File: config.mk
export PLATFORM = sky130hd
export DESIGN_NAME = ska_amp_keying
export DESIGN_NICKNAME = d
export VERILOG_FILES = /design/src/ska_pkg.sv /design/src/ska_stream_if.sv /design/src/ska_amp_keying.sv /design/src/ska_fifo.sv
export SDC_FILE = /design/constraint.sdc
export NUM_CORES = 1
export LEC_CHECK = 0
export BUFFER_PORTS_ARGS = -buffer_cell sky130_fd_sc_hd__buf_4
export CORE_ASPECT_RATIO = 2
export CORE_MARGIN = 4
export CORE_UTILIZATION = 61
export CTS_BUF_LIST = sky130_fd_sc_hd__clkbuf_4
export DETAILED_ROUTE_END_ITERATION = 12
export GPL_ROUTABILITY_DRIVEN = 0
export PLACE_DENSITY_LB_ADDON = 0.08
export SLEW_MARGIN = 10
export SYNTH_ARGS = -nofsm -noshare
export SYNTH_HDL_FRONTEND = slang
export SYNTH_SLANG_ARGS = --single-unit
File: constraint.sdc
create_clock -name clock -period 6.94 [get_ports clock]
set_input_delay 0.694 -clock clock [delete_from_list [all_inputs] [get_ports clock]]
set_output_delay 0.694 -clock clock [all_outputs]
set_load 0.005 [all_outputs]
File: src/ska_pkg.sv
// Constants and types for the shaped keying amplitude path
// Notes on behaviour
// - Multiplier enable low: multiplier bypassed, samples pass at full scale.
// - Multiplier sits in the sample path only while its enable bit is high.
// - Enable high and internal ramp high: scale comes from the internal ramp.
// - Enable high and internal ramp low: scale comes from the host-written 12-bit scale word.
// - An 8-bit rate down-counter runs every clock while enable and internal ramp are high, pulsing when it reaches zero.
// - Each rate pulse steps the 12-bit step counter; its value is the scale.
// - Scale zero gives zero, all ones unity, other codes proportional output.
// - Rate pulses come every programmed count plus one clock periods.
// - A full ramp between zero and full scale spans 4096 amplitude levels.
// - Rate counter loads its value on the first edge, then decrements each edge.
// - Keying high ramps up to full and holds; keying low ramps down to zero.
// - Internal ramp ceiling is always full scale, no register changes it.
// - Sample order: inverse-sinc stage, then multiplier, then main converter.
// - Inverse-sinc is active after reset, bypassed while its bypass bit is high.
// - Main converter power-down bit powers down both converters.
// - Auxiliary power-down bit powers down only the auxiliary converter.
// - Auxiliary converter takes a 12-bit two's complement word every clock while powered; it holds while powered down.
// - Five-bit field sets the clock multiplication factor; only 4 to 20 valid.
// - System clock is the multiplier output when engaged, else the reference.
// - Multiplier bypass bit disables the clock multiplier, clocking from reference.
`default_nettype none
package ska_pkg;
  localparam int SMP_W = 12;
  localparam int SCALE_W = 12;
  localparam int RATE_W = 8;
  localparam int HI_W = 4;
  localparam int ADDR_W = 6;
  localparam int FIFO_DEPTH = 4;
  localparam int ACC_W = SMP_W + 3;
  localparam int FACT_W = 5;

  localparam logic [ADDR_W-1:0] REG_PWR = 6'h1D;
  localparam logic [ADDR_W-1:0] REG_CLK = 6'h1E;
  localparam logic [ADDR_W-1:0] REG_PATH = 6'h20;
  localparam logic [ADDR_W-1:0] REG_SCALE_HI = 6'h21;
  localparam logic [ADDR_W-1:0] REG_SCALE_LO = 6'h22;
  localparam logic [ADDR_W-1:0] REG_RATE = 6'h25;
  localparam logic [ADDR_W-1:0] REG_AUX_HI = 6'h26;
  localparam logic [ADDR_W-1:0] REG_AUX_LO = 6'h27;
  localparam logic [ADDR_W-1:0] REG_STAT_HI = 6'h28;
  localparam logic [ADDR_W-1:0] REG_STAT_LO = 6'h29;

  localparam int PWR_AUX_BIT = 1;
  localparam int PWR_MAIN_BIT = 2;
  localparam int CLK_FACT_LSB = 0;
  localparam int CLK_BYP_BIT = 5;
  localparam int CLK_RANGE_BIT = 6;
  localparam int PATH_INT_RAMP_BIT = 4;
  localparam int PATH_MULT_EN_BIT = 5;
  localparam int PATH_SINC_BYP_BIT = 6;
  localparam int STAT_KEY_BIT = 7;
  localparam int STAT_RAMP_LSB = 4;

  localparam logic [7:0] PWR_RST = 8'h00;
  localparam logic [7:0] CLK_RST = 8'h24;
  localparam logic [7:0] PATH_RST = 8'h00;
  localparam logic [RATE_W-1:0] RATE_RST = 8'h0F;

  localparam logic [FACT_W-1:0] FACT_MIN = 5'h04;
  localparam logic [FACT_W-1:0] FACT_MAX = 5'h14;

  localparam logic [SCALE_W-1:0] SCALE_FULL = 12'hFFF;
  localparam logic [SCALE_W-1:0] SCALE_ZERO = 12'h000;
  localparam logic [SCALE_W-1:0] SCALE_ONE = 12'h001;
  localparam logic signed [SMP_W-1:0] SMP_MAX = 12'sh7FF;
  localparam logic signed [SMP_W-1:0] SMP_MIN = 12'sh800;
  localparam int SINC_CTR_SHIFT = 3;
  localparam int SINC_SIDE_SHIFT = 4;

  typedef logic signed [ACC_W-1:0] ska_acc_t;
  typedef logic signed [SMP_W-1:0] ska_smp_t;

  typedef enum logic [1:0] {
    RMP_LOW = 2'b00,
    RMP_RISE = 2'b01,
    RMP_HIGH = 2'b10,
    RMP_FALL = 2'b11
  } ska_ramp_t;
endpackage : ska_pkg
`default_nettype wire

File: src/ska_stream_if.sv
// Valid/ready sample stream between the block's own modules
`timescale 1ns/10ps
`default_nettype none
interface ska_stream_if #(parameter int W = 12);
  logic valid;
  logic ready;
  logic [W-1:0] data;
  modport src (output valid, output data, input ready);
  modport snk (input valid, input data, output ready);
endinterface : ska_stream_if
`default_nettype wire
File: src/ska_amp_keying.sv
// Amplitude scaling, shaped keying ramp and converter controls
`timescale 1ns/10ps
`default_nettype none
module ska_amp_keying import ska_pkg::*; #(
  parameter int FIFO_D = FIFO_DEPTH
) (
  input wire logic clock, // System clock
  input wire logic rst, // Synchronous reset, high
  input wire logic [ADDR_W-1:0] host_addr, // Register address
  input wire logic host_wr, // Write strobe
  input wire logic host_rd, // Read strobe
  input wire logic [7:0] host_wdata, // Write byte
  output logic [7:0] host_rdata, // Read byte
  input wire logic keying_pin, // Shaped keying pin, asynchronous
  input wire logic [SMP_W-1:0] smp_in_data, // Sample in, two's complement
  input wire logic smp_in_valid, // Sample in valid
  output logic smp_in_ready, // Sample in ready
  output logic [SMP_W-1:0] smp_out_data, // Sample to main converter
  output logic smp_out_valid, // Sample out valid
  input wire logic smp_out_ready, // Converter takes sample
  output logic [SMP_W-1:0] aux_dac_data, // Auxiliary converter word
  output logic main_converter_powerdown, // Main converter off
  output logic aux_converter_powerdown, // Auxiliary converter off
  output logic [FACT_W-1:0] clkmult_factor, // Clock multiplication factor
  output logic clkmult_factor_ok, // Factor within 4..20
  output logic clkmult_enable, // Clock multiplier engaged
  output logic sysclk_from_ref, // System clock taken from reference
  output logic pll_range, // Multiplier range select
  output logic [SCALE_W-1:0] scale_now // Scale fed to the multiplier
);
  logic [7:0] pwr_q;
  logic [7:0] clk_q;
  logic [7:0] path_q;
  logic [RATE_W-1:0] rate_n_q;
  logic [HI_W-1:0] scale_hi_q;
  logic [7:0] scale_lo_q;
  logic [HI_W-1:0] aux_hi_q;
  logic [7:0] aux_lo_q;
  logic [7:0] rdata_q;

  logic key_s1_q;
  logic key_s2_q;
  logic key_s3_q;
  logic key_q;

  logic [RATE_W-1:0] rate_q;
  logic rate_pulse;
  logic [SCALE_W-1:0] step_q;
  ska_ramp_t ramp_q;
  ska_ramp_t ramp_d;
  logic [SCALE_W-1:0] scale_q;

  logic mult_en;
  logic int_ramp;
  logic ramp_run;
  logic sinc_byp;
  logic [SCALE_W-1:0] user_scale;

  ska_smp_t hist1_q;
  ska_smp_t hist2_q;
  ska_smp_t s1_data_q;
  logic s1_valid_q;
  ska_smp_t out_data_q;
  logic out_valid_q;
  logic adv;
  logic [SMP_W-1:0] aux_q;

  ska_stream_if #(.W(SMP_W)) in_if ();
  ska_stream_if #(.W(SMP_W)) out_if ();

  assign mult_en = path_q[PATH_MULT_EN_BIT];
  assign int_ramp = path_q[PATH_INT_RAMP_BIT];
  assign sinc_byp = path_q[PATH_SINC_BYP_BIT];
  assign ramp_run = mult_en && int_ramp;
  assign user_scale = {scale_hi_q, scale_lo_q};

  // Host register writes
  always_ff @(posedge clock) begin
    if (rst) begin
      pwr_q <= PWR_RST;
      clk_q <= CLK_RST;
      path_q <= PATH_RST;
      rate_n_q <= RATE_RST;
      scale_hi_q <= '0;
      scale_lo_q <= '0;
      aux_hi_q <= '0;
      aux_lo_q <= '0;
    end else if (host_wr) begin
      case (host_addr)
        REG_PWR: pwr_q <= host_wdata;
        REG_CLK: clk_q <= host_wdata;
        REG_PATH: path_q <= host_wdata;
        REG_RATE: rate_n_q <= host_wdata;
        REG_SCALE_HI: scale_hi_q <= host_wdata[HI_W-1:0];
        REG_SCALE_LO: scale_lo_q <= host_wdata;
        REG_AUX_HI: aux_hi_q <= host_wdata[HI_W-1:0];
        REG_AUX_LO: aux_lo_q <= host_wdata;
        default: ;
      endcase
    end
  end

  // Read data is held until the next read strobe
  always_ff @(posedge clock) begin
    if (rst) begin
      rdata_q <= 8'h00;
    end else if (host_rd) begin
      case (host_addr)
        REG_PWR: rdata_q <= pwr_q;
        REG_CLK: rdata_q <= clk_q;
        REG_PATH: rdata_q <= path_q;
        REG_RATE: rdata_q <= rate_n_q;
        REG_SCALE_HI: rdata_q <= {4'h0, scale_hi_q};
        REG_SCALE_LO: rdata_q <= scale_lo_q;
        REG_AUX_HI: rdata_q <= {4'h0, aux_hi_q};
        REG_AUX_LO: rdata_q <= aux_lo_q;
        REG_STAT_HI: rdata_q <= {key_q, 1'b0, ramp_q, step_q[SCALE_W-1 -: HI_W]};
        REG_STAT_LO: rdata_q <= step_q[7:0];
        default: rdata_q <= 8'h00;
      endcase
    end
  end
  assign host_rdata = rdata_q;

  // Keying pin: three stages, a change counts once stages two and three agree
  always_ff @(posedge clock) begin
    if (rst) begin
      key_s1_q <= 1'b0;
      key_s2_q <= 1'b0;
      key_s3_q <= 1'b0;
      key_q <= 1'b0;
    end else begin
      key_s1_q <= keying_pin;
      key_s2_q <= key_s1_q;
      key_s3_q <= key_s2_q;
      if (key_s2_q == key_s3_q) key_q <= key_s3_q;
    end
  end

  // Rate counter: reload at zero gives a period of count plus one
  always_ff @(posedge clock) begin
    if (rst) begin
      rate_q <= RATE_RST;
    end else if (!ramp_run || rate_q == '0) begin
      rate_q <= rate_n_q;
    end else begin
      rate_q <= rate_q - 1'b1;
    end
  end
  assign rate_pulse = ramp_run && rate_q == '0;

  // Step counter holds at the ends instead of wrapping
  always_ff @(posedge clock) begin
    if (rst) begin
      step_q <= SCALE_ZERO;
    end else if (rate_pulse) begin
      if (key_q && step_q != SCALE_FULL) begin
        step_q <= step_q + SCALE_ONE;
      end else if (!key_q && step_q != SCALE_ZERO) begin
        step_q <= step_q - SCALE_ONE;
      end
    end
  end

  always_comb begin
    if (key_q) begin
      ramp_d = (step_q == SCALE_FULL) ? RMP_HIGH : RMP_RISE;
    end else begin
      ramp_d = (step_q == SCALE_ZERO) ? RMP_LOW : RMP_FALL;
    end
  end

  always_ff @(posedge clock) begin
    if (rst) begin
      ramp_q <= RMP_LOW;
    end else begin
      unique case (ramp_d)
        RMP_LOW: ramp_q <= RMP_LOW;
        RMP_RISE: ramp_q <= RMP_RISE;
        RMP_HIGH: ramp_q <= RMP_HIGH;
        RMP_FALL: ramp_q <= RMP_FALL;
      endcase
    end
  end

  // Scale source; bypass is modelled as unity scale
  always_ff @(posedge clock) begin
    if (rst) begin
      scale_q <= SCALE_FULL;
    end else if (!mult_en) begin
      scale_q <= SCALE_FULL;
    end else if (int_ramp) begin
      scale_q <= step_q;
    end else begin
      scale_q <= user_scale;
    end
  end
  assign scale_now = scale_q;

  function automatic ska_smp_t inv_sinc(input ska_smp_t xn, input ska_smp_t xc, input ska_smp_t xo);
    ska_acc_t acc;
    acc = ska_acc_t'(xc) + (ska_acc_t'(xc) >>> SINC_CTR_SHIFT)
        - ((ska_acc_t'(xn) + ska_acc_t'(xo)) >>> SINC_SIDE_SHIFT);
    if (acc > ska_acc_t'(SMP_MAX)) return SMP_MAX;
    if (acc < ska_acc_t'(SMP_MIN)) return SMP_MIN;
    return acc[SMP_W-1:0];
  endfunction : inv_sinc

  // All ones is exact unity; other codes use the code over 4096
  function automatic ska_smp_t scale_smp(input ska_smp_t x, input logic [SCALE_W-1:0] s);
    logic signed [SMP_W+SCALE_W:0] p;
    p = x * $signed({1'b0, s});
    if (s == SCALE_FULL) return x;
    return p[SCALE_W +: SMP_W];
  endfunction : scale_smp

  ska_fifo #(.W(SMP_W), .DEPTH(FIFO_D)) u_fifo (
    .clock(clock),
    .rst(rst),
    .wr(in_if.snk),
    .rd(out_if.src)
  );

  assign in_if.valid = smp_in_valid;
  assign in_if.data = smp_in_data;
  assign smp_in_ready = in_if.ready;
  // Whole pipeline stalls together when the converter holds off
  assign adv = !out_valid_q || smp_out_ready;
  assign out_if.ready = adv;

  // Stage one: inverse-sinc ahead of the multiplier
  always_ff @(posedge clock) begin
    if (rst) begin
      hist1_q <= '0;
      hist2_q <= '0;
      s1_data_q <= '0;
      s1_valid_q <= 1'b0;
    end else if (adv) begin
      s1_valid_q <= out_if.valid;
      if (out_if.valid) begin
        hist1_q <= out_if.data;
        hist2_q <= hist1_q;
        if (sinc_byp) begin
          s1_data_q <= out_if.data;
        end else begin
          s1_data_q <= inv_sinc(out_if.data, hist1_q, hist2_q);
        end
      end
    end
  end

  // Stage two: multiplier, then out to the main converter
  always_ff @(posedge clock) begin
    if (rst) begin
      out_data_q <= '0;
      out_valid_q <= 1'b0;
    end else if (adv) begin
      out_valid_q <= s1_valid_q;
      if (s1_valid_q) out_data_q <= scale_smp(s1_data_q, scale_q);
    end
  end
  assign smp_out_data = out_data_q;
  assign smp_out_valid = out_valid_q;

  // Auxiliary converter word refreshed every clock while powered
  always_ff @(posedge clock) begin
    if (rst) begin
      aux_q <= '0;
    end else if (!aux_converter_powerdown) begin
      aux_q <= {aux_hi_q, aux_lo_q};
    end
  end
  assign aux_dac_data = aux_q;

  assign main_converter_powerdown = pwr_q[PWR_MAIN_BIT];
  assign aux_converter_powerdown = pwr_q[PWR_MAIN_BIT] || pwr_q[PWR_AUX_BIT];

  // Out-of-range factors fall back to the reference rather than a bad lock
  assign clkmult_factor = clk_q[CLK_FACT_LSB +: FACT_W];
  assign clkmult_factor_ok = clkmult_factor >= FACT_MIN && clkmult_factor <= FACT_MAX;
  assign clkmult_enable = !clk_q[CLK_BYP_BIT] && clkmult_factor_ok;
  assign sysclk_from_ref = !clkmult_enable;
  assign pll_range = clk_q[CLK_RANGE_BIT];
endmodule : ska_amp_keying
`default_nettype wire

File: src/ska_fifo.sv
// Small sample FIFO with valid/ready on both sides
`timescale 1ns/10ps
`default_nettype none
module ska_fifo import ska_pkg::*; #(
  parameter int W = 12,
  parameter int DEPTH = 4
) (
  input wire logic clock, // System clock
  input wire logic rst, // Synchronous reset, high
  ska_stream_if.snk wr, // Filling side
  ska_stream_if.src rd // Draining side
);
  // DEPTH must be a power of two so the pointers wrap by themselves
  localparam int AW = $clog2(DEPTH);
  localparam logic [AW:0] FULL_CNT = (AW+1)'(DEPTH);

  logic [W-1:0] mem_q [DEPTH];
  logic [AW-1:0] wp_q;
  logic [AW-1:0] rp_q;
  logic [AW:0] cnt_q;
  logic push;
  logic pop;

  assign wr.ready = cnt_q != FULL_CNT;
  assign rd.valid = cnt_q != '0;
  assign rd.data = mem_q[rp_q];
  assign push = wr.valid && wr.ready;
  assign pop = rd.valid && rd.ready;

  always_ff @(posedge clock) begin
    if (push) begin
      mem_q[wp_q] <= wr.data;
    end
  end

  always_ff @(posedge clock) begin
    if (rst) begin
      wp_q <= '0;
      rp_q <= '0;
      cnt_q <= '0;
    end else begin
      if (push) wp_q <= wp_q + 1'b1;
      if (pop) rp_q <= rp_q + 1'b1;
      cnt_q <= cnt_q + (AW+1)'(push) - (AW+1)'(pop);
    end
  end
endmodule : ska_fifo
`default_nettype wire

# Word-level counts from Yosys, hierarchy flattened
# Memories as Yosys holds them, arrays and structs flattened. A register that Yosys moved wholly into a read port is not among the register bits.
# Cells that the tools add are included.
[word_totals]
register_bits = 171
ram_bits = 48
input_bits = 33
out_inout_bits = 57
wordCells = 131
n_memories = 1
[memory_table]
columns = ["memory", "words", "word_bits", "rd", "rd_clocked_by_memory_dff", "write_ports", "line", "rtl"]
rows = [
  ["u_fifo.mem_q", 4, 12, 1, 1, 1, "ska_fifo.sv:17", "logic [W-1:0] mem_q [DEPTH];"],
]
[classes]
add_sub_neg = 10
n_mul = 1
n_lt_le_gt_ge = 4
n_eq_ne = 18
mux = 35
bitwise = 1
n_reduce_logical = 34
[ops]
columns = ["operator", "count"]
rows = [
  ["$mux 12", 10],
  ["$pmux 8 s10", 1],
  ["$eq 6x6->1 const B", 8],
  ["$eq 12x12->1 const B", 2],
  ["$mul 12x13->24", 1],
  ["$reduce_and 2->1", 11],
  ["$mux 1", 17],
  ["$gt 14x12->1 const B", 1],
  ["$lt 14x12->1 const B", 1],
  ["$sub 13x9->14", 1],
  ["$add 12x12->13", 1],
  ["$add 12x9->13", 1],
  ["$add 12x1->12 const B", 1],
  ["$eq 6x5->1 const B", 2],
  ["$logic_not 12->1", 1],
  ["$ne 12x12->1 const B", 1],
  ["$reduce_bool 12->1", 1],
  ["$sub 12x1->12 const B", 1],
  ["$mux 2", 5],
  ["$logic_and 1x1->1", 8],
  ["$logic_not 8->1", 1],
  ["$mux 8", 1],
  ["$pmux 2 s4", 1],
  ["$sub 8x1->8 const B", 1],
  ["16 further kinds", 24],
]

# Logic depth before layout (Yosys ltp)
[depth]
depth_word = 16
ltp_mapped = 23
depth_no_buf = 21

# Modules after synthesis
# Synthesis repeated with hierarchy kept, for this count alone.
[unflattened]
hier_cells = 1659
hier_area_um2 = 15328.5
[modules_own_cells]
columns = ["mod", "n_inst", "cells_per_inst", "area_each_um2", "seq_area_each_um2"]
rows = [
  ["ska_amp_keying", 1, 1548, 13093.8, 3283.1],
  ["ska_fifo", 1, 111, 2234.6, 1621.6],
]

# Least setup slack after synthesis
# No wires, ideal clock.
[synth_path]
path_kind = "reg2reg"
from = "register with a tool-made name"
to = "register s1_data_q[10]"
setup_time_ns = 0.137
t_arrival_ns = 6.000
required_ns = 6.803
slack_ns = 0.802
path_stages_with_launch = 22
path_buffers = 2
period_less_slack_ns = 6.138
path_cell_list = "dfxtp_1 -> buf_1 -> mux4_2 -> ha_1 -> a311oi_1 -> nor2_1 -> o311a_1 -> o31a_1 -> o21a_1 -> o21ai_1 -> and2b_2 -> a21oi_1 -> fa_1 -> ha_1 -> nand3_1 -> a21boi_1 -> a31oi_1 -> a21oi_1 -> mux4_2 -> a211oi_1 -> clkbuf_1 -> a211oi_1"
[synth_rtl]
columns = ["item", "line", "rtl"]
rows = [
  ["to (signal assigned)", "ska_amp_keying.sv:244", "s1_data_q <= out_if.data;"],
  ["to (signal assigned)", "ska_amp_keying.sv:246", "s1_data_q <= inv_sinc(out_if.data, hist1_q, hist2_q);"],
  ["to (decl)", "ska_amp_keying.sv:61", "ska_smp_t s1_data_q;"],
]

==> results.cfg <==
[clocking]
path_clk_slew_ps = 70
cts_sinks = 221
cts_hold_buffers = 0
cts_buffer_depth = 3
htreeDepth = 2
clock-root-buffer = clkbuf_4
cts_buffers = 49
cts_resized = 0
post_cts_buffers = 0
clk_latency_ps = 680
cts_tree = built

[sta]
worst_pin_slew_ps = 1095
fmax_mhz = 158.5
setup_viol = 0
slew_viol_final = 0
rsz0062_at_grt = no
hold_viol_final = 0
maxSlewHeadroom = 0.2676
period_minus_slack_ps = 6311
fin_skew_ps = 51.56
fin_crit_sh = 0.9094
fin_setup_tns_ps = 0

[critical_path]
r2r_slack_ps = 630
r2r_cells = 21
critPathLaunchType = flip-flop
worstPathRequired_ps = 7430
crit_arrival_ps = 6800
critical_path_class = reg -> reg
cp-end-kind = flip-flop
cp_max_fo = 11
r2r_end = s1_data_q[10]

[placed_design]
hpwl_mm = 27.90
dp_cells = 1951
dpl_cell_area_mm2 = 0.01577
port_buffers = 89

[synthesis]
synth_top_family_by_area = adder cells
synth-xor-area-share = 0.02694
ys_seq_elements = 221
syn_inst = 1642
synth_simple_gate_area_frac = 0.1794
synth_top_flop_cell = dfxtp_1
synth_mux_area_frac = 0.04222
synthArstFlopShare = 0
ys_seq_area_frac = 0.3290
synth-adder-area-share = 0.2444
synth_fp_nets = 1899
synth_edf_count = 48
syn-cell-area_mm2 = 0.01491
synth-compound-area-share = 0.1160
syn_avg_cell_area_um2 = 9.079
ys_types = 65
yosys_warnings = 0

[die]
rows = 80
ios = 90
core_area_mm2 = 0.02402
die_w_um = 118.5
die-area_mm2 = 0.02716
initial_utilization = 0.6206
die_y_um = 229.1

[worst_hold_path]
hp-start = smp_in_data[6]
hp-class = in -> reg
min_delay_path_depth = 1
min_to = u_fifo.mem_q[1][6]

[global_routing]
grt_start_max_net_pins = 91
grt_pass1_vias = 12340
grt_pass1_wl_mm = 59.61
antenna_found_initial = 1
grt.total_usage = 0.2685
grt_overflow = 0

[finish]
fillers = 2015
seq_area_mm2 = 0.004905
fin_cells = 2044
areaGrowthSynthToFinish_pct = 9.870
multi_input_area_mm2 = 0.009087
fin_nets = 1972
final_area_mm2 = 0.01638
drive_above_1_share = 0.1224

[routing]
dr_total_vias = 12060
initialDrtViolationCount = 710
wl_per_cell_um = 17.72
postRouteWirelength_mm = 36.22
drtAntennaViolNets = 0
drcViolationCount = 0
first_pass_iters = 6
via_per_inst = 5.902

[job]
max_cap_violations = 0

[status]
status = finished clean
==> kinds of logic after synthesis <==
logic type | count (synthesis)
flip-flops | 221
multiplexers | 46
AO/OA/AOI/OAI | 272
XOR/XNOR | 45
buffers and inverters | 241
adder cells (fa/ha/maj) | 224
AND/OR/NAND/NOR | 593
==> through the flow <==
| step | util | worst slack [ps] | hold WS [ps] |
|---|---|---|---|
| 3_3_place_gp | 0.6563 | 855.3 | 442.6 |
| 2_1_floorplan | - | 802.1 | 413.8 |
| 4_1_cts | 0.6817 | 626.0 | 174.0 |
| 6_report | 0.6818 | 628.8 | 225.8 |
| 3_5_place_dp | 0.6563 | 645.6 | 450.0 |
| 5_1_grt | 0.6818 | 206.3 | 177.3 |
==> area by class of cell <==
cell class / instances / area share
clock inverter: 26 / 0.007028
timing repair buffer: 114 / 0.05225
tap: 287 / 0.02192
inverter: 149 / 0.03415
multi-input combinational: 1180 / 0.5548
clock buffer: 66 / 0.03025
antenna: 1 / 0.0001528
sequential: 221 / 0.2994
==> placed cells by master, fill, tap and decap left out, types with 12 or more instances in the layout <==
cell type / instances
nand2_1: 305
dfxtp_1: 173
inv_1: 149
buf_4: 114
fa_1: 112
ha_1: 112
a21oi_1: 107
nor2_1: 85
clkbuf_4: 66
nand3_1: 52
edfxtp_1: 48
and2_1: 41
xnor2_1: 33
a211oi_1: 33
o21ai_0: 30
mux2i_1: 28
nor3_1: 22
nor2b_1: 18
nand2b_1: 18
clkinv_1: 18
mux4_2: 13
a21o_1: 12
==> how the worst max path moves through the flow <==
stage | startpoint | end | slack [ps]
after CTS | flip-flop | s1_data_q[10] | 630
after detailed placement | flip-flop | s1_data_q[2] | 650
after floorplan | flip-flop | s1_data_q[10] | 800
after global routing | flip-flop | s1_data_q[10] | 210
final | flip-flop | s1_data_q[10] | 630
after global placement | flip-flop | s1_data_q[4] | 860
==> worst max-delay path: stages, from the launching register on <==
cell and delay [ps]:
dfxtp_1 620, buf_4 270, mux4_2 560, ha_1 290, o21ai_0 70, nor2_1 180, o311a_1 200, o31a_1 190
o21a_1 160, o21ai_1 60, and2b_2 220, a21oi_1 380, fa_1 510, ha_1 370, nand3_1 110, a21boi_1 260
a31oi_1 120, a21oi_1 440, mux4_2 570, a211oi_1 230, buf_4 230, a211oi_1 90
==> registers in the layout, indices dropped and copies added (netlist names), 12 cells and up, named ones only <==
| signal | count |
|---|---|
| hist1_q | 12 |
| aux_dac_data | 12 |
| s1_data_q | 12 |
| scale_now | 12 |
| u_fifo.mem_q | 48 |
| step_q | 12 |
| smp_out_data | 12 |
| hist2_q | 12 |
==> cells in the mapped netlist, types with 12 or more instances <==
cell	count	area (um^2)
nand2b_1	18	112.6
xnor2_1	33	289.0
a211oi_1	33	247.7
nor2b_1	18	112.6
inv_1	149	559.3
fa_1	112	2242
edfxtp_1	48	1441
nor3_1	24	120.1
nor2_1	85	319.1
mux2i_1	28	280.3
and2_1	41	256.5
ha_1	112	1401
o21ai_0	30	150.1
a21oi_1	107	535.5
nand3_1	52	260.3
mux4_2	13	292.8
nand2_1	305	1145
clkbuf_1	77	289.0
dfxtp_1	173	3463
a21o_1	12	90.09
==> per-layer routing <==
layer / vias up / GRT usage / wire length, um
met5: - / 0 / 0
met4: 0 / 0.1335 / 1760
met3: 126 / 0.03753 / 1706
met2: 405 / 0.5234 / 20330
met1: 5839 / 0.2720 / 12430
li1: 5693 / - / -
Power is not shown: default switching activity piles up to over one toggle a cycle in this logic, so the estimate is an artifact.
